File: src/rtl/vgc_defines.vh
// Command addresses, field positions, reset values and timing for the glyph/cursor/config bank
`ifndef VGC_DEFINES_VH
`define VGC_DEFINES_VH
// ----------------------------------------
// Command addresses
// ----------------------------------------
`define VGC_CMD_RD_BIT      15
`define VGC_ADDR_GLYPH_PTR  7'h05
`define VGC_ADDR_CURSOR     7'h0F
`define VGC_ADDR_INDICATOR  7'h0D
`define VGC_ADDR_CONFIG     7'h04
`define VGC_FRAME_BITS      5'h10
// ----------------------------------------
// Glyph pointer values
// ----------------------------------------
`define VGC_PTR_BASE        8'h80
`define VGC_PTR_TOP         8'hAF
`define VGC_GLYPH_BIT_TOP   6
// ----------------------------------------
// Cursor and configuration fields
// ----------------------------------------
`define VGC_CUR_BLINK       7
`define VGC_CUR_POS_MSB     6
`define VGC_CUR_ROW2_BASE   7'h30
`define VGC_CUR_NONE_BASE   7'h60
`define VGC_CFG_PHASE       7
`define VGC_CFG_SYNC        4
`define VGC_CFG_RATE        2
`define VGC_CFG_RUN         0
`define VGC_CFG_RESET       8'h00
`define VGC_CUR_RESET       8'h00
`define VGC_IND_RESET       8'h00
// ----------------------------------------
// Indicator codes and digit types
// ----------------------------------------
`define VGC_IND_OFF         2'h0
`define VGC_IND_FIRST       2'h1
`define VGC_IND_SECOND      2'h2
`define VGC_IND_ON          2'h3
`define VGC_DIGIT_7SEG      2'h0
// ----------------------------------------
// Timing (10 MHz mclk)
// ----------------------------------------
`define VGC_CLK_MHZ         10
`define VGC_MUX_PERIOD_US   100
`define VGC_MUX_CYCLES      (`VGC_MUX_PERIOD_US * `VGC_CLK_MHZ)
`define VGC_MUX_PER_SCAN    48
`define VGC_SLOW_HALF_MS    1000
`define VGC_FAST_HALF_MS    500
`define VGC_SLOW_HALF_CYC   (`VGC_SLOW_HALF_MS * 1000 * `VGC_CLK_MHZ)
`define VGC_FAST_HALF_CYC   (`VGC_FAST_HALF_MS * 1000 * `VGC_CLK_MHZ)
`endif

File: src/rtl/vgc_regs.v
// Glyph pointer, cursor, indicator and configuration register logic with serial command port
`timescale 1ns/100ps
`include "vgc_defines.vh"
// Operation
// - Glyph byte 0 drives a..g1, byte 1 drives g2,h..m; ignored on 7-segment
// - Writing 0x80 to command 0x05 zeroes glyph address; also power-up value
// - Top glyph address 47 set by 0xAF; address is value minus 0x80
// - Glyph pointer writes 0xB0 to 0xFF reset the pointer to zero
// - Read at 0x85 returns current glyph address pointer
// - Cursor register 0x0F: D7 blink, D6..D0 position; blink clear means steady
// - Blinking cursor lit only in first half of blink period
// - Cursor positions 0-47 first row, 48-95 second row, 96 up none
// - Indicator code 00 dark, 11 lit continuously
// - Code 01 lit first half, code 10 lit second half
// - Indicator fields one to four at D1:D0, D3:D2, D5:D4, D7:D6
// - Config bits: phase, mode, clear, sync, font, rate, lock, run
// - Config D0 low means shutdown, high means normal running
// - Shutdown stops mux at period end, blanks tubes, keeps registers writable
// - After shutdown, blank tubes for one full mux cycle then resume; the code blanks a whole scan of MUX_PER_SCAN mux periods
// - Config read returns live blink phase in D7
// - At top pointer, glyph data ignored after the next access
module vgc_regs #(
	parameter SLOW_HALF    = `VGC_SLOW_HALF_CYC,
	parameter FAST_HALF    = `VGC_FAST_HALF_CYC,
	parameter MUX_PER_SCAN = `VGC_MUX_PER_SCAN
) (
	input  wire        mclk,
	input  wire        rst_n,
	input  wire        cs_n,
	input  wire        sclk,
	input  wire        din,
	output reg         dout,
	input  wire        glyph_access,
	input  wire [1:0]  digit_type,
	input  wire [6:0]  glyph_byte0,
	input  wire [6:0]  glyph_byte1,
	input  wire        mux_digit_row,
	input  wire [5:0]  mux_digit_index,
	output reg  [5:0]  user_glyph_slot,
	output reg         glyph_data_ignore,
	output reg  [13:0] segment_out,
	output reg         cursor_lit,
	output reg         indicator_one,
	output reg         indicator_two,
	output reg         indicator_three,
	output reg         indicator_four,
	output reg         tube_blank_out,
	output reg         mux_period_tick,
	output reg  [7:0]  config_out
);
	// ----------------------------------------
	// States and registers
	// ----------------------------------------
	localparam ST_RUN  = 2'h0;
	localparam ST_STOP = 2'h1;
	localparam ST_HALT = 2'h2;
	localparam ST_WAKE = 2'h3;

	reg        sclk_q;
	reg        cs_q;
	reg [15:0] shift_in;
	reg [4:0]  bit_cnt;
	reg [7:0]  shift_out;
	reg [7:0]  glyph_ptr;
	reg [7:0]  cursor_control;
	reg [7:0]  indicator_blink_fields;
	reg [7:0]  device_configuration;
	reg        at_top_used;
	reg [23:0] blink_cnt;
	reg        blink_phase;
	reg [9:0]  mux_cnt;
	reg [5:0]  scan_cnt;
	reg [1:0]  pwr_state;
	reg [1:0]  next_pwr_state;
	reg [7:0]  rd_data;

	wire       sclk_rise  = sclk & ~sclk_q & ~cs_n;
	wire       frame_end  = cs_n & ~cs_q & (bit_cnt == `VGC_FRAME_BITS);
	wire       is_read    = shift_in[`VGC_CMD_RD_BIT];
	wire [6:0] cmd_addr   = shift_in[14:8];
	wire [7:0] cmd_data   = shift_in[7:0];
	wire       wr_en      = frame_end & ~is_read;
	wire       mux_end    = (mux_cnt == (`VGC_MUX_CYCLES - 1));
	wire       scan_end   = mux_end & (scan_cnt == (MUX_PER_SCAN - 1));
	wire [31:0] half_sel  = device_configuration[`VGC_CFG_RATE] ? FAST_HALF : SLOW_HALF;
	wire [23:0] half_len  = half_sel[23:0];
	// Positions run on across both rows, so the second row starts above the first row's top digit
	wire        cur_second = (cursor_control[`VGC_CUR_POS_MSB:0] >= `VGC_CUR_ROW2_BASE);
	wire [6:0]  cur_digit  = cur_second ? cursor_control[`VGC_CUR_POS_MSB:0] - `VGC_CUR_ROW2_BASE
	                                    : cursor_control[`VGC_CUR_POS_MSB:0];

	// Lit state of one two-bit indicator field from the shared phase
	function ind_lit;
		input [1:0] code;
		input       phase;
		begin
			case (code)
				`VGC_IND_OFF:    ind_lit = 1'b0;
				`VGC_IND_FIRST:  ind_lit = phase;
				`VGC_IND_SECOND: ind_lit = ~phase;
				default:         ind_lit = 1'b1;
			endcase
		end
	endfunction

	// ----------------------------------------
	// Serial command port
	// ----------------------------------------
	// Pins treated as synchronous; sclk must stay well below mclk/2
	always @(posedge mclk or negedge rst_n) begin
		if (!rst_n) begin
			sclk_q    <= 1'b0;
			cs_q      <= 1'b1;
			shift_in  <= 16'h0000;
			bit_cnt   <= 5'h00;
			shift_out <= 8'h00;
			dout      <= 1'b0;
		end else begin
			sclk_q <= sclk;
			cs_q   <= cs_n;
			if (cs_n && !cs_q) begin
				bit_cnt <= 5'h00;
				if (frame_end && is_read) begin
					shift_out <= rd_data;
					dout      <= rd_data[7];
				end
			end else if (sclk_rise) begin
				shift_in <= {shift_in[14:0], din};
				if (bit_cnt != `VGC_FRAME_BITS)
					bit_cnt <= bit_cnt + 5'h01;
				shift_out <= {shift_out[6:0], 1'b0};
				dout      <= shift_out[6];
			end
		end
	end

	always @* begin
		case (cmd_addr)
			`VGC_ADDR_GLYPH_PTR: rd_data = glyph_ptr - `VGC_PTR_BASE;
			`VGC_ADDR_CURSOR:    rd_data = cursor_control;
			`VGC_ADDR_INDICATOR: rd_data = indicator_blink_fields;
			`VGC_ADDR_CONFIG:    rd_data = {blink_phase, device_configuration[6:0]};
			default:             rd_data = 8'h00;
		endcase
	end

	// ----------------------------------------
	// Register writes and glyph pointer
	// ----------------------------------------
	// Writes stay accepted during shutdown
	always @(posedge mclk or negedge rst_n) begin
		if (!rst_n) begin
			glyph_ptr              <= `VGC_PTR_BASE;
			at_top_used            <= 1'b0;
			cursor_control         <= `VGC_CUR_RESET;
			indicator_blink_fields <= `VGC_IND_RESET;
			device_configuration   <= `VGC_CFG_RESET;
		end else begin
			if (wr_en && cmd_addr == `VGC_ADDR_GLYPH_PTR) begin
				at_top_used <= 1'b0;
				if (cmd_data >= `VGC_PTR_BASE && cmd_data <= `VGC_PTR_TOP)
					glyph_ptr <= cmd_data;
				else
					glyph_ptr <= `VGC_PTR_BASE;
			end else if (glyph_access) begin
				if (glyph_ptr == `VGC_PTR_TOP)
					at_top_used <= 1'b1;
				else
					glyph_ptr <= glyph_ptr + 8'h01;
			end
			if (wr_en && cmd_addr == `VGC_ADDR_CURSOR)
				cursor_control <= cmd_data;
			if (wr_en && cmd_addr == `VGC_ADDR_INDICATOR)
				indicator_blink_fields <= cmd_data;
			if (wr_en && cmd_addr == `VGC_ADDR_CONFIG)
				device_configuration <= cmd_data;
		end
	end

	// ----------------------------------------
	// Shared blink phase
	// ----------------------------------------
	always @(posedge mclk or negedge rst_n) begin
		if (!rst_n) begin
			blink_cnt   <= 24'h000000;
			blink_phase <= 1'b1;
		end else if (wr_en && cmd_addr == `VGC_ADDR_CONFIG && cmd_data[`VGC_CFG_SYNC]) begin
			blink_cnt   <= 24'h000000;
			blink_phase <= 1'b1;
		end else if (blink_cnt >= half_len - 24'h000001) begin
			blink_cnt   <= 24'h000000;
			blink_phase <= ~blink_phase;
		end else begin
			blink_cnt <= blink_cnt + 24'h000001;
		end
	end

	// ----------------------------------------
	// Multiplex timing and shutdown
	// ----------------------------------------
	always @* begin
		case (pwr_state)
			ST_RUN:  next_pwr_state = device_configuration[`VGC_CFG_RUN] ? ST_RUN : ST_STOP;
			ST_STOP: next_pwr_state = mux_end ? ST_HALT : ST_STOP;
			ST_HALT: next_pwr_state = device_configuration[`VGC_CFG_RUN] ? ST_WAKE : ST_HALT;
			ST_WAKE: next_pwr_state = scan_end ? ST_RUN : ST_WAKE;
			default: next_pwr_state = ST_HALT;
		endcase
	end

	always @(posedge mclk or negedge rst_n) begin
		if (!rst_n) begin
			pwr_state       <= ST_HALT;
			mux_cnt         <= 10'h000;
			scan_cnt        <= 6'h00;
			mux_period_tick <= 1'b0;
			tube_blank_out  <= 1'b1;
		end else begin
			pwr_state <= next_pwr_state;
			// Wake restarts the scan so the blanked cycle is a whole one
			if (pwr_state == ST_HALT) begin
				mux_cnt  <= 10'h000;
				scan_cnt <= 6'h00;
			end else if (mux_end) begin
				mux_cnt  <= 10'h000;
				scan_cnt <= scan_end ? 6'h00 : scan_cnt + 6'h01;
			end else begin
				mux_cnt <= mux_cnt + 10'h001;
			end
			mux_period_tick <= mux_end & (pwr_state != ST_HALT);
			tube_blank_out  <= (next_pwr_state != ST_RUN);
		end
	end

	// ----------------------------------------
	// Display outputs
	// ----------------------------------------
	always @(posedge mclk or negedge rst_n) begin
		if (!rst_n) begin
			segment_out       <= 14'h0000;
			cursor_lit        <= 1'b0;
			indicator_one     <= 1'b0;
			indicator_two     <= 1'b0;
			indicator_three   <= 1'b0;
			indicator_four    <= 1'b0;
			user_glyph_slot   <= 6'h00;
			glyph_data_ignore <= 1'b0;
			config_out        <= `VGC_CFG_RESET;
		end else begin
			if (digit_type == `VGC_DIGIT_7SEG)
				segment_out <= {glyph_byte0, 7'h00};
			else
				segment_out <= {glyph_byte0, glyph_byte1};
			cursor_lit <= (cursor_control[`VGC_CUR_POS_MSB:0] < `VGC_CUR_NONE_BASE)
				& (mux_digit_row == cur_second)
				& ({1'b0, mux_digit_index} == cur_digit)
				& (~cursor_control[`VGC_CUR_BLINK] | blink_phase);
			indicator_one     <= ind_lit(indicator_blink_fields[1:0], blink_phase);
			indicator_two     <= ind_lit(indicator_blink_fields[3:2], blink_phase);
			indicator_three   <= ind_lit(indicator_blink_fields[5:4], blink_phase);
			indicator_four    <= ind_lit(indicator_blink_fields[7:6], blink_phase);
			user_glyph_slot   <= glyph_ptr[6:1];
			glyph_data_ignore <= at_top_used;
			config_out        <= {blink_phase, device_configuration[6:0]};
		end
	end
endmodule

File: config.mk
export PLATFORM = sky130hd
export DESIGN_NAME = vgc_regs
export DESIGN_NICKNAME = d
export VERILOG_FILES = /design/src/rtl/vgc_regs.v
export VERILOG_INCLUDE_DIRS = /design/src /design/src/rtl
export SDC_FILE = /design/constraint.sdc
export NUM_CORES = 1
export LEC_CHECK = 0
export BUFFER_PORTS_ARGS = -buffer_cell sky130_fd_sc_hd__buf_2
export CORE_ASPECT_RATIO = 1.4
export CORE_MARGIN = 2
export CORE_UTILIZATION = 25
export CTS_BUF_LIST = sky130_fd_sc_hd__clkbuf_16
export CTS_CLUSTER_DIAMETER = 150
export DETAILED_ROUTE_END_ITERATION = 16
export SLEW_MARGIN = 25
export SYNTH_ARGS = -nofsm -noshare
export SYNTH_HDL_FRONTEND = slang
export SYNTH_SLANG_ARGS = --single-unit
File: constraint.sdc
create_clock -name mclk -period 6.96 [get_ports mclk]
set_clock_uncertainty 0.2 [all_clocks]
set_input_delay 1.392 -clock mclk [delete_from_list [all_inputs] [get_ports mclk]]
set_output_delay 1.392 -clock mclk [all_outputs]
set_load 0.05 [all_outputs]
==> impl_metrics.env, run 1 <==
export IMPL_h_tree_depth=4
export IMPL_cap_violations=0
export IMPL_grtUsageTotal_pct=10.8
export IMPL_vias_per_cell=4.59
export IMPL_setup_tns_ps=0
export IMPL_report_final_slew_viol_count=0
export IMPL_grt_pass1_vias=4494
export IMPL_grt_ovfl_total=0
export IMPL_grt_max_degree=77
export IMPL_tightest_slew_ps=965
export IMPL_synth_seq_cells=142
export IMPL_ctsHoldBuffers=0
export IMPL_reg2reg_from="device_configuration[2]$_DFFE_PN0N_"
export IMPL_path_clk_slew_ps=60
export IMPL_synth_top_family_by_area="simple AND/OR/NAND/NOR gates"
export IMPL_cp_required_ps=7060
export IMPL_hold_viol=0
export IMPL_critPathLaunch="cs_n"
export IMPL_hold_worst_slack_ps=192
export IMPL_r2r_end="blink_phase$_DFFE_PN1P_"
export IMPL_pre_cts_slack_ps=3410
export IMPL_async_reset_ff_share_pct=100
export IMPL_synthAdderAreaFrac_pct=3.45
export IMPL_layout_drive_gt1_share_pct=25.3
export IMPL_path_buf_inv=1
export IMPL_drtIter0Drc=227
export IMPL_dp_cells=929
export IMPL_synth_mux_area_fraction_pct=10.2
export IMPL_pin_count=66
export IMPL_relSlewSlack_pct=35.2
export IMPL_finalNonFillerCells=961
export IMPL_crit_fanout=11
export IMPL_finalInstanceArea_um2=7790
export IMPL_cts_setup_buffers=0
export IMPL_cp_depth=5
export IMPL_antennaDiodeCount=0
export IMPL_critical_path_class="in -> reg"
export IMPL_rows=70
export IMPL_crit_path_end="device_configuration[3]$_DFFE_PN0N_"
export IMPL_critPathLaunchType="input pin"
export IMPL_postSynthAreaPerCell_um2=11.8
export IMPL_root_buffer="clkbuf_16"
export IMPL_fin_ws_ps=3840
export IMPL_routabilityCongestion=0.789
export IMPL_r2r_setup_slack_ps=4010
export IMPL_rsz0062_at_grt="no"
export IMPL_grt_pass1_wl_um=23400
export IMPL_final_nets=671
export IMPL_drtAntennaViolNets=0
export IMPL_first_pass_iters=4
export IMPL_die_area_um2=27500
export IMPL_cpMaxStageDelayCell="or3_1"
export IMPL_status="completed"
export IMPL_vias=4414
export IMPL_fmax_mhz=321
export IMPL_die_w_um=141
export IMPL_cts_tree="yes"
export IMPL_synth_cell_area_um2=6530
export IMPL_r2r_cells=7
export IMPL_crit_family="simple AND/OR/NAND/NOR gates"
export IMPL_io_buffers=65
export IMPL_power_density_nw_per_um2=319
export IMPL_synth_xor_area_share_pct=6.30
export IMPL_path_cells="buf_2 -> nand2b_1 -> or3_4 -> or3_1 -> mux2_4"
export IMPL_post_route_period_util_pct=44.8
export IMPL_place_area_um2=7220
export IMPL_fp_dieH_um=195
export IMPL_yosysWarnings=0
export IMPL_synth_nets=600
export IMPL_cts_buffer_depth=2
export IMPL_synthDistinctLibCells=62
export IMPL_setup_viol_count_final=0
export IMPL_min_period_ps=3120
export IMPL_cts_sinks=142
export IMPL_critPathMaxStageDelay_ps=560
export IMPL_ys_seq_area_share_pct=54.5
export IMPL_dp_hpwl_um=9930
export IMPL_numCtsBuffers=17
export IMPL_synth_edf_count=0
export IMPL_start_util_pct=25.2
export IMPL_synth_flop_cell="dfrtp_1"
export IMPL_synth_compound_area_share_pct=6.28
export IMPL_clk_latency_ps=420
export IMPL_peakVddDrop_mv=0.121
export IMPL_hold_path_class="reg -> reg"
export IMPL_synthSimpleGateAreaFrac_pct=17.4
export IMPL_core_um2=25900
export IMPL_leakage_nw=3.50
export IMPL_antenna_found_initial=0
export IMPL_worstPathArrival_ps=3220
export IMPL_area_growth_synth_to_final_pct=19.3
export IMPL_syn_inst=553
export IMPL_drt_total_wl_um=14300
export IMPL_drt_wirelength_per_cell_um=14.9
export IMPL_crit_path_end_kind="register"
export IMPL_cts_repair_resize_count=0
export IMPL_remaining_drc_errors=0
through the flow:
step	util (%)	total power, mW
2_1_floorplan	-	1.46
3_3_place_gp	27.9	1.61
3_5_place_dp	27.9	1.62
4_1_cts	30.1	2.51
5_1_grt	30.1	2.62
6_report	30.1	2.49
sequential cells by signal, summed over array words and instances, names as in the netlist, 8 cells and up:
signal,flops
blink_cnt,24
shift_in,16
segment_out,14
mux_cnt,10
config_out,8
cursor_control,8
glyph_ptr,8
indicator_blink_fields,8
cells in the final DEF, fill, tap and decap left out, types with 5 or more instances in the layout:
| cell | synthesis | routed |
|---|---|---|
| dfrtp_1 | 137 | 137 |
| buf_2 | 6 | 64 |
| nor2_1 | 39 | 39 |
| mux2_2 | 36 | 36 |
| nor3_1 | 32 | 32 |
| xor2_1 | 28 | 28 |
| nand3_1 | 26 | 26 |
| nand2_1 | 25 | 25 |
| xnor2_1 | 19 | 19 |
| nand4_1 | 18 | 18 |
| ha_1 | 18 | 18 |
| mux2i_1 | 17 | 17 |
| clkbuf_16 | 0 | 17 |
| inv_1 | 12 | 15 |
| o21ai_0 | 13 | 13 |
| a21oi_1 | 12 | 12 |
| and3_1 | 11 | 11 |
| nor2b_1 | 9 | 9 |
| o22ai_1 | 8 | 8 |
| a221o_1 | 7 | 7 |
| mux2_4 | 6 | 6 |
| nor4_1 | 5 | 5 |
| dfstp_2 | 5 | 5 |
| inv_6 | 0 | 5 |
where the power goes:
group | switching (mW) | internal [mW]
combinational | 0.250 | 0.182
clock | 0.359 | 0.527
sequential | 0.208 | 0.961
total | 0.816 | 1.67
Yosys cell counts (9+ instances only):
master   number  area share, %
mux2_2       36            6.2
inv_1        12           0.69
o21ai_0      13            1.0
nand2_1      25            1.4
dfrtp_1     137             52
a21oi_1      12           0.92
nand4_1      18            1.7
xnor2_1      19            2.5
xor2_1       28            3.8
nand3_1      26            2.0
nor2b_1       9           0.86
and3_1       11            1.1
nor3_1       32            2.5
ha_1         18            3.4
mux2i_1      17            2.6
nor2_1       39            2.2
layer usage:
layer / GRT usage, % / wire [um] / up-vias
met2: 19.2 / 7680 / 68
met1: 12.5 / 5970 / 2179
met3: 2.77 / 484 / 12
met5: 0 / 0 / -
met4: 3.67 / 201 / 0
li1: - / - / 2155
how the worst min path moves through the flow:
stage / start / to / slack [ps] / cells past startpoint
floorplan: at_top_used$_DFFE_PN0P_ / glyph_data_ignore$_DFF_PN0_ / 150 / 0
global placement: at_top_used$_DFFE_PN0P_ / glyph_data_ignore$_DFF_PN0_ / 170 / 0
CTS: at_top_used$_DFFE_PN0P_ / glyph_data_ignore$_DFF_PN0_ / 200 / 0
detailed placement: at_top_used$_DFFE_PN0P_ / glyph_data_ignore$_DFF_PN0_ / 170 / 0
global route: at_top_used$_DFFE_PN0P_ / glyph_data_ignore$_DFF_PN0_ / 210 / 0
finish: at_top_used$_DFFE_PN0P_ / glyph_data_ignore$_DFF_PN0_ / 190 / 0
logic make-up after synthesis:
group | count (synthesis)
buffers and inverters | 28
AOI/OAI and AO/OA | 60
and+or+nand+nor | 199
adders and majority gates | 18
xor gates and xnor gates | 47
muxes | 59
DFF | 142
layout make-up:
| cell class | count | area [um^2] |
|---|---|---|
| repair buffers | 68 | 354 |
| well taps | 324 | 405 |
| clock inverters | 15 | 145 |
| inverters | 12 | 45.0 |
| fillers | 2645 | 18100 |
| multi-input cells | 383 | 2860 |
| flip-flops and latches | 142 | 3560 |
| clock buffers | 17 | 425 |
(Power assumes the default switching activity.)
==> run 2: changes to the inputs <==
--- a/config.mk
+++ b/config.mk
@@ -6,6 +6,7 @@
 export SDC_FILE = /design/constraint.sdc
 export NUM_CORES = 1
 export LEC_CHECK = 0
+export ABC_AREA = 1
 export BUFFER_PORTS_ARGS = -buffer_cell sky130_fd_sc_hd__buf_2
 export CORE_ASPECT_RATIO = 1.4
 export CORE_MARGIN = 2
==> constraint.sdc (replaced) <==
create_clock -name mclk -period 3.3 [get_ports mclk]
set_clock_uncertainty 0.2 [all_clocks]
set_input_delay 0.66 -clock mclk [delete_from_list [all_inputs] [get_ports mclk]]
set_output_delay 0.66 -clock mclk [all_outputs]
set_load 0.05 [all_outputs]
==> run 2 against run 1 <==
- non-clock buffer count rose by 1
- synthesized cell count is 49% higher
- clock power increased by 100%
- highest routed layer unchanged
- register-to-register slack got worse by 3100 ps
==> impl_metrics.env, run 2 <==
export IMPL_synth_cell_area_um2=6810
export IMPL_root_buffer="clkbuf_16"
export IMPL_cts_tree="yes"
export IMPL_vias=5438
export IMPL_dp_hpwl_um=11600
export IMPL_pin_count=66
export IMPL_nFillCells=2909
export IMPL_antenna_found_initial=0
export IMPL_path_cells="inv_1 -> ha_1 -> nand2_1 -> nor2_1 -> nand2_1 -> nor2_1 -> nand2_1 -> nand2_1 -> nor2_1 -> inv_2 -> nor2_1"
export IMPL_crit_fanout=22
export IMPL_hold_path_class="in -> reg"
export IMPL_grtUsageTotal_pct=11.7
export IMPL_cap_violations=0
export IMPL_crit_path_end_kind="register"
export IMPL_r2r_setup_slack_ps=930
export IMPL_crit_path_end="blink_cnt[16]$_DFF_PN0_"
export IMPL_grt_pass1_wl_um=26000
export IMPL_peakVddDrop_mv=0.379
export IMPL_path_clk_slew_ps=60
export IMPL_cts_buffer_depth=2
export IMPL_hold_viol=0
export IMPL_top_register="blink_cnt"
export IMPL_final_core_utilization_pct=30.2
export IMPL_drtAntennaViolNets=0
export IMPL_min_period_ps=2370
export IMPL_yosysWarnings=0
export IMPL_synthTopCellsByCount="nand2_1, dfrtp_1, nor2_1"
export IMPL_grt_ovfl_total=0
export IMPL_io_buffers=65
export IMPL_cpMaxStageDelayCell="dfrtp_1"
export IMPL_synth_flop_cell="dfrtp_1"
export IMPL_met2_length_um=8120
export IMPL_rsz0062_at_grt="no"
export IMPL_routabilityCongestion=0.843
export IMPL_yosysTopAreaCellShare_pct=50.3
export IMPL_setup_tns_ps=0
export IMPL_synth_edf_count=0
export IMPL_reg_top3="blink_cnt: 24 flops, shift_in: 16 flops, segment_out: 14 flops"
export IMPL_critPathLaunch="device_configuration[2]$_DFFE_PN0N_"
export IMPL_numCtsBuffers=17
export IMPL_cts_setup_buffers=0
export IMPL_die_area_um2=28600
export IMPL_first_pass_iters=5
export IMPL_grt_pass1_vias=5278
export IMPL_remaining_drc_errors=0
export IMPL_syn_inst=825
export IMPL_netlist_top_cells_area="dfrtp_1, nand2_1, nor2_1, inv_1, o21ai_0"
export IMPL_cts_repair_resize_count=0
export IMPL_synth_nets=872
export IMPL_hp_start="glyph_byte0[5]"
export IMPL_leakage_nw=3.90
export IMPL_dr_max_layer_used="met4"
export IMPL_area_growth_synth_to_final_pct=19.1
export IMPL_async_reset_ff_share_pct=100
export IMPL_critical_path_class="reg -> reg"
export IMPL_fp_dieH_um=199
export IMPL_yosysMostFrequentCell="nand2_1"
export IMPL_largest_reg_flops=24
export IMPL_met3WireLength_um=472
export IMPL_die_w_um=144
export IMPL_report_final_slew_viol_count=0
export IMPL_setup_viol_count_final=0
export IMPL_antennaDiodeCount=0
export IMPL_status="completed"
export IMPL_vias_per_cell=4.26
export IMPL_tightest_slew_ps=862
export IMPL_drt_total_wl_um=15600
export IMPL_reg2reg_from="device_configuration[2]$_DFFE_PN0N_"
export IMPL_wirelength_met1_um=6470
export IMPL_power_density_nw_per_um2=565
export IMPL_final_nets=946
export IMPL_h_tree_depth=4
export IMPL_cp_required_ps=3390
export IMPL_post_route_period_util_pct=71.8
export IMPL_drtIter0Drc=250
export IMPL_relSlewSlack_pct=42.2
export IMPL_clk_latency_ps=420
export IMPL_critPathLaunchType="register"
export IMPL_layout_drive_gt1_share_pct=14.1
export IMPL_synthDistinctLibCells=36
export IMPL_r2r_end="blink_cnt[16]$_DFF_PN0_"
export IMPL_grt_max_degree=63
export IMPL_r2r_cells=11
export IMPL_synth_seq_cells=142
export IMPL_worstPathArrival_ps=2460
export IMPL_postSynthAreaPerCell_um2=8.26
export IMPL_fmax_mhz=422
export IMPL_drt_wirelength_per_cell_um=12.2
export IMPL_synth_top_area_cell="dfrtp_1"
export IMPL_critPathMaxStageDelay_ps=530
export IMPL_core_um2=26800
export IMPL_final_cell_mix="nand2_1, dfrtp_1, nor2_1"
export IMPL_ys_seq_area_share_pct=52.3
export IMPL_layout_commonest_cell="nand2_1"
export IMPL_rows=71
export IMPL_start_util_pct=25.4
export IMPL_cts_sinks=142
run 2: cell count changes in the layout (fill, tap and decap cells not counted), sizes merged, moves of 17 or more:
cell,change
nand3,+26
mux2i,-17
o21ai,+66
inv,+72
nor2,+80
nand2,+206
mux2,-42
nor3,-25
run 2: what timing repair did:
action	in CTS	in global routing
hold buffers	1	0
endpoints found under the setup margin	0	0
hold endpoints to repair	45	0
run 2: routing by layer:
| metal | vias up | GRT usage, % |
|---|---|---|
| met1 | 2539 | 13.1 |
| met4 | 0 | 6.39 |
| li1 | 2773 | - |
| met2 | 92 | 20.7 |
| met3 | 34 | 2.54 |
| met5 | - | 0 |
run 2: cell type report:
type | instances | area (um^2) | share of cell area (%)
sequential | 142 | 3560 | 43.9
multi-input combinational | 577 | 2820 | 34.8
tap | 365 | 457 | 5.63
clock buffer | 17 | 425 | 5.24
timing repair buffer | 69 | 377 | 4.64
inverter | 92 | 345 | 4.26
clock inverter | 15 | 124 | 1.53
run 2: per-stage QoR:
stage	setup WS, ps	hold WS (ps)	power (mW)	area [um^2]	instances
global route	583	122	4.84	8110	1277
global placement	919	179	2.82	7550	1244
CTS	868	119	4.65	8110	1277
detailed placement	877	164	2.83	7550	1244
floorplan	1310	149	2.60	6810	825
finish	929	141	4.58	8110	1277
run 2: worst max-delay path: cells and delay by family, from the launching register on:
kind                       cells  cell delay [ps]
adders and majority gates      1              320
buffers and inverters          2              500
DFF                            1              530
and+or+nand+nor                8              680
run 2: worst min-delay path by stage:
stage | end | cells past startpoint
finish | segment_out[12]$_DFF_PN0_ | 1
global route | segment_out[11]$_DFF_PN0_ | 1
CTS | segment_out[12]$_DFF_PN0_ | 1
detailed placement | glyph_data_ignore$_DFF_PN0_ | 0
global placement | glyph_data_ignore$_DFF_PN0_ | 0
floorplan | glyph_data_ignore$_DFF_PN0_ | 0
run 2: cells by family after synthesis:
family          after synthesis  share of synthesized area (%)
xor+xnor                     29                           3.73
compound gates              104                           8.03
simple gates                426                           26.3
fa+ha+maj                    18                           3.31
buf+inv                     106                           6.36
flops                       142                           52.3
run 2: power breakdown:
part | switching, mW | internal, mW
Combinational | 0.495 | 0.214
Clock | 0.753 | 1.03
Sequential | 0.168 | 1.92
Total | 1.42 | 3.16
==> run 3: changes to the inputs <==
==> constraint.sdc (replaced) <==
create_clock -name mclk -period 2.35 [get_ports mclk]
set_clock_uncertainty 0.2 [all_clocks]
set_input_delay 0.47 -clock mclk [delete_from_list [all_inputs] [get_ports mclk]]
set_output_delay 0.47 -clock mclk [all_outputs]
set_load 0.05 [all_outputs]
==> run 3 against run 2 <==
- via count up 1.4%
- sequential power up 40%
- clock power up 53%
- count of clock-buffer cells in the layout unchanged
- combinational power up 42%
- non-clock buffer count up 16
- first-iteration DRC count up 10%
- cell count up 1.3%
- utilization up 0.75 points
- register-to-register slack worse by 670 ps
- global-route usage up 0.075 points
- setup slack worse by 690 ps
- largest power group unchanged
==> impl_metrics.env, run 3 (synthesis results as in run 2) <==
export IMPL_status="completed"
export IMPL_dp_hpwl_um=11600
export IMPL_cap_violations=0
export IMPL_reg_top3="blink_cnt: 24 flops, shift_in: 16 flops, segment_out: 14 flops"
export IMPL_fp_dieH_um=199
export IMPL_hold_viol=0
export IMPL_p_int_mw=4.68
export IMPL_power_density_nw_per_um2=804
export IMPL_relSlewSlack_pct=69.0
export IMPL_hold_worst_slack_ps=54.8
export IMPL_p_sw_mw=2.00
export IMPL_vias_per_cell=4.26
export IMPL_report_final_slew_viol_count=0
export IMPL_root_buffer="clkbuf_16"
export IMPL_io_buffers=65
export IMPL_die_w_um=144
export IMPL_largest_reg_flops=24
export IMPL_rows=71
export IMPL_grt_pass1_vias=5583
export IMPL_pin_count=66
export IMPL_die_area_um2=28600
export IMPL_layout_commonest_cell="nand2_1"
export IMPL_cts_sinks=142
export IMPL_drtIter0Drc=275
export IMPL_path_cells="dlygate4sd3_1 -> buf_2 -> inv_1 -> nor2_2 -> nand3_2 -> nor2_4 -> nand3_2 -> nand2_1 -> nor2_2 -> inv_4 -> nor2_1"
export IMPL_min_period_ps=2110
export IMPL_setup_viol_count_final=0
export IMPL_routabilityCongestion=0.847
export IMPL_nFillCells=2903
export IMPL_start_util_pct=25.4
export IMPL_comb_power_share_pct=15.2
export IMPL_worstPathArrival_ps=2210
export IMPL_crit_fanout=22
export IMPL_final_core_utilization_pct=31.0
export IMPL_critPathLaunchType="input pin"
export IMPL_post_route_period_util_pct=89.6
export IMPL_hold_path_class="in -> reg"
export IMPL_cts_buffer_depth=2
export IMPL_peakVddDrop_mv=0.522
export IMPL_sw_frac_of_total_pct=29.9
export IMPL_sequentialPowerShare_pct=43.9
export IMPL_antennaDiodeCount=0
export IMPL_area_growth_synth_to_final_pct=22.0
export IMPL_clk_latency_ps=420
export IMPL_final_nets=962
export IMPL_crit_path_end_kind="register"
export IMPL_layout_drive_gt1_share_pct=14.9
export IMPL_numCtsBuffers=17
export IMPL_drt_total_wl_um=15800
export IMPL_leakage_nw=4.01
export IMPL_tightest_slew_ps=463
export IMPL_critical_path_class="in -> reg"
export IMPL_clockPowerShare_pct=40.9
export IMPL_first_pass_iters=6
export IMPL_remaining_drc_errors=0
export IMPL_cts_tree="yes"
export IMPL_cp_required_ps=2450
export IMPL_drtAntennaViolNets=0
export IMPL_grt_ovfl_total=0
export IMPL_path_clk_slew_ps=60
export IMPL_grt_pass1_wl_um=26800
export IMPL_cpMaxStageDelayCell="dlygate4sd3_1"
export IMPL_drt_wirelength_per_cell_um=12.2
export IMPL_core_um2=26800
export IMPL_final_cell_mix="nand2_1, dfrtp_1, nor2_1"
export IMPL_h_tree_depth=4
export IMPL_grtUsageTotal_pct=11.8
export IMPL_vias=5513
export IMPL_top_register="blink_cnt"
export IMPL_critPathMaxStageDelay_ps=520
export IMPL_antenna_found_initial=0
export IMPL_grt_max_degree=45
export IMPL_r2r_setup_slack_ps=260
export IMPL_fmax_mhz=475
[run 3: cell count changes in the layout (fill, tap and decap cells not counted), moves of 2 or more]
cell / before / now
clkinvlp_4: 4 / 1
dlygate4sd3_1: 1 / 10
bufinv_16: 1 / 3
clkinv_2: 5 / 3
buf_4: 2 / 9
inv_1: 84 / 86
[run 3: metal layers]
metal | global-route usage [%] | part of all wire, %
met5 | 0 | 0
met4 | 5.01 | 2.1
met3 | 2.32 | 2.6
met2 | 21.9 | 54
met1 | 13.0 | 42
[run 3: stage by stage]
step	setup slack [ps]	cells	area, um^2	setup TNS [ps]	total power, mW
floorplan	358	825	6810	0	3.65
global placement	-13.7	1249	7590	-261	3.97
detailed placement	-62.0	1249	7590	-884	3.99
CTS	116	1291	8290	0	6.80
global route	-5.83	1293	8310	-5.83	7.05
finish	244	1293	8310	0	6.68
[run 3: cell type report]
class | count | area, um^2 | share of cell area [%]
flip-flops and latches | 142 | 3560 | 42.8
multi-input cells | 577 | 2830 | 34.0
repair buffers | 85 | 519 | 6.25
well taps | 365 | 457 | 5.49
clock buffers | 17 | 425 | 5.12
inverters | 92 | 348 | 4.18
clock inverters | 15 | 173 | 2.08
[run 3: timing repair]
action	CTS	global route
resized for setup	2	2
hold endpoints to repair	44	0
pin swaps	0	0
endpoints found under the setup margin	22	24
hold buffers	10	0
buffers inserted	0	2
[run 3: power by group through the flow]
stage,Sequential (mW),Clock [mW],Combinational (mW)
3_3_place_gp,2.97,0,0.998
5_1_grt,2.97,2.94,1.15
3_5_place_dp,2.97,0,1.01
6_report,2.93,2.73,1.01
2_1_floorplan,3.11,0,0.538
4_1_cts,2.93,2.84,1.03
[run 3: final timing paths]
| check | start | to | cells past startpoint |
|---|---|---|---|
| worst max-delay path | cs_n | blink_cnt[15]$_DFF_PN0_ | 11 |
| worst min-delay path | glyph_byte1[2] | segment_out[2]$_DFF_PN0_ | 3 |
| worst max register to register | device_configuration[2]$_DFFE_PN0N_ | blink_cnt[15]$_DFF_PN0_ | 11 |
| worst min register to register | at_top_used$_DFFE_PN0P_ | glyph_data_ignore$_DFF_PN0_ | 0 |
| max in group asynchronous | rst_n | pwr_state[1]$_DFF_PN1_ | 3 |
| min in group asynchronous | rst_n | sclk_q$_DFF_PN0_ | 2 |
[run 3: worst max-delay path: cells and delay by family]
| kind | cells | cell delay [ps] |
|---|---|---|
| buffers and inverters | 4 | 880 |
| AND/OR/NAND/NOR | 7 | 850 |
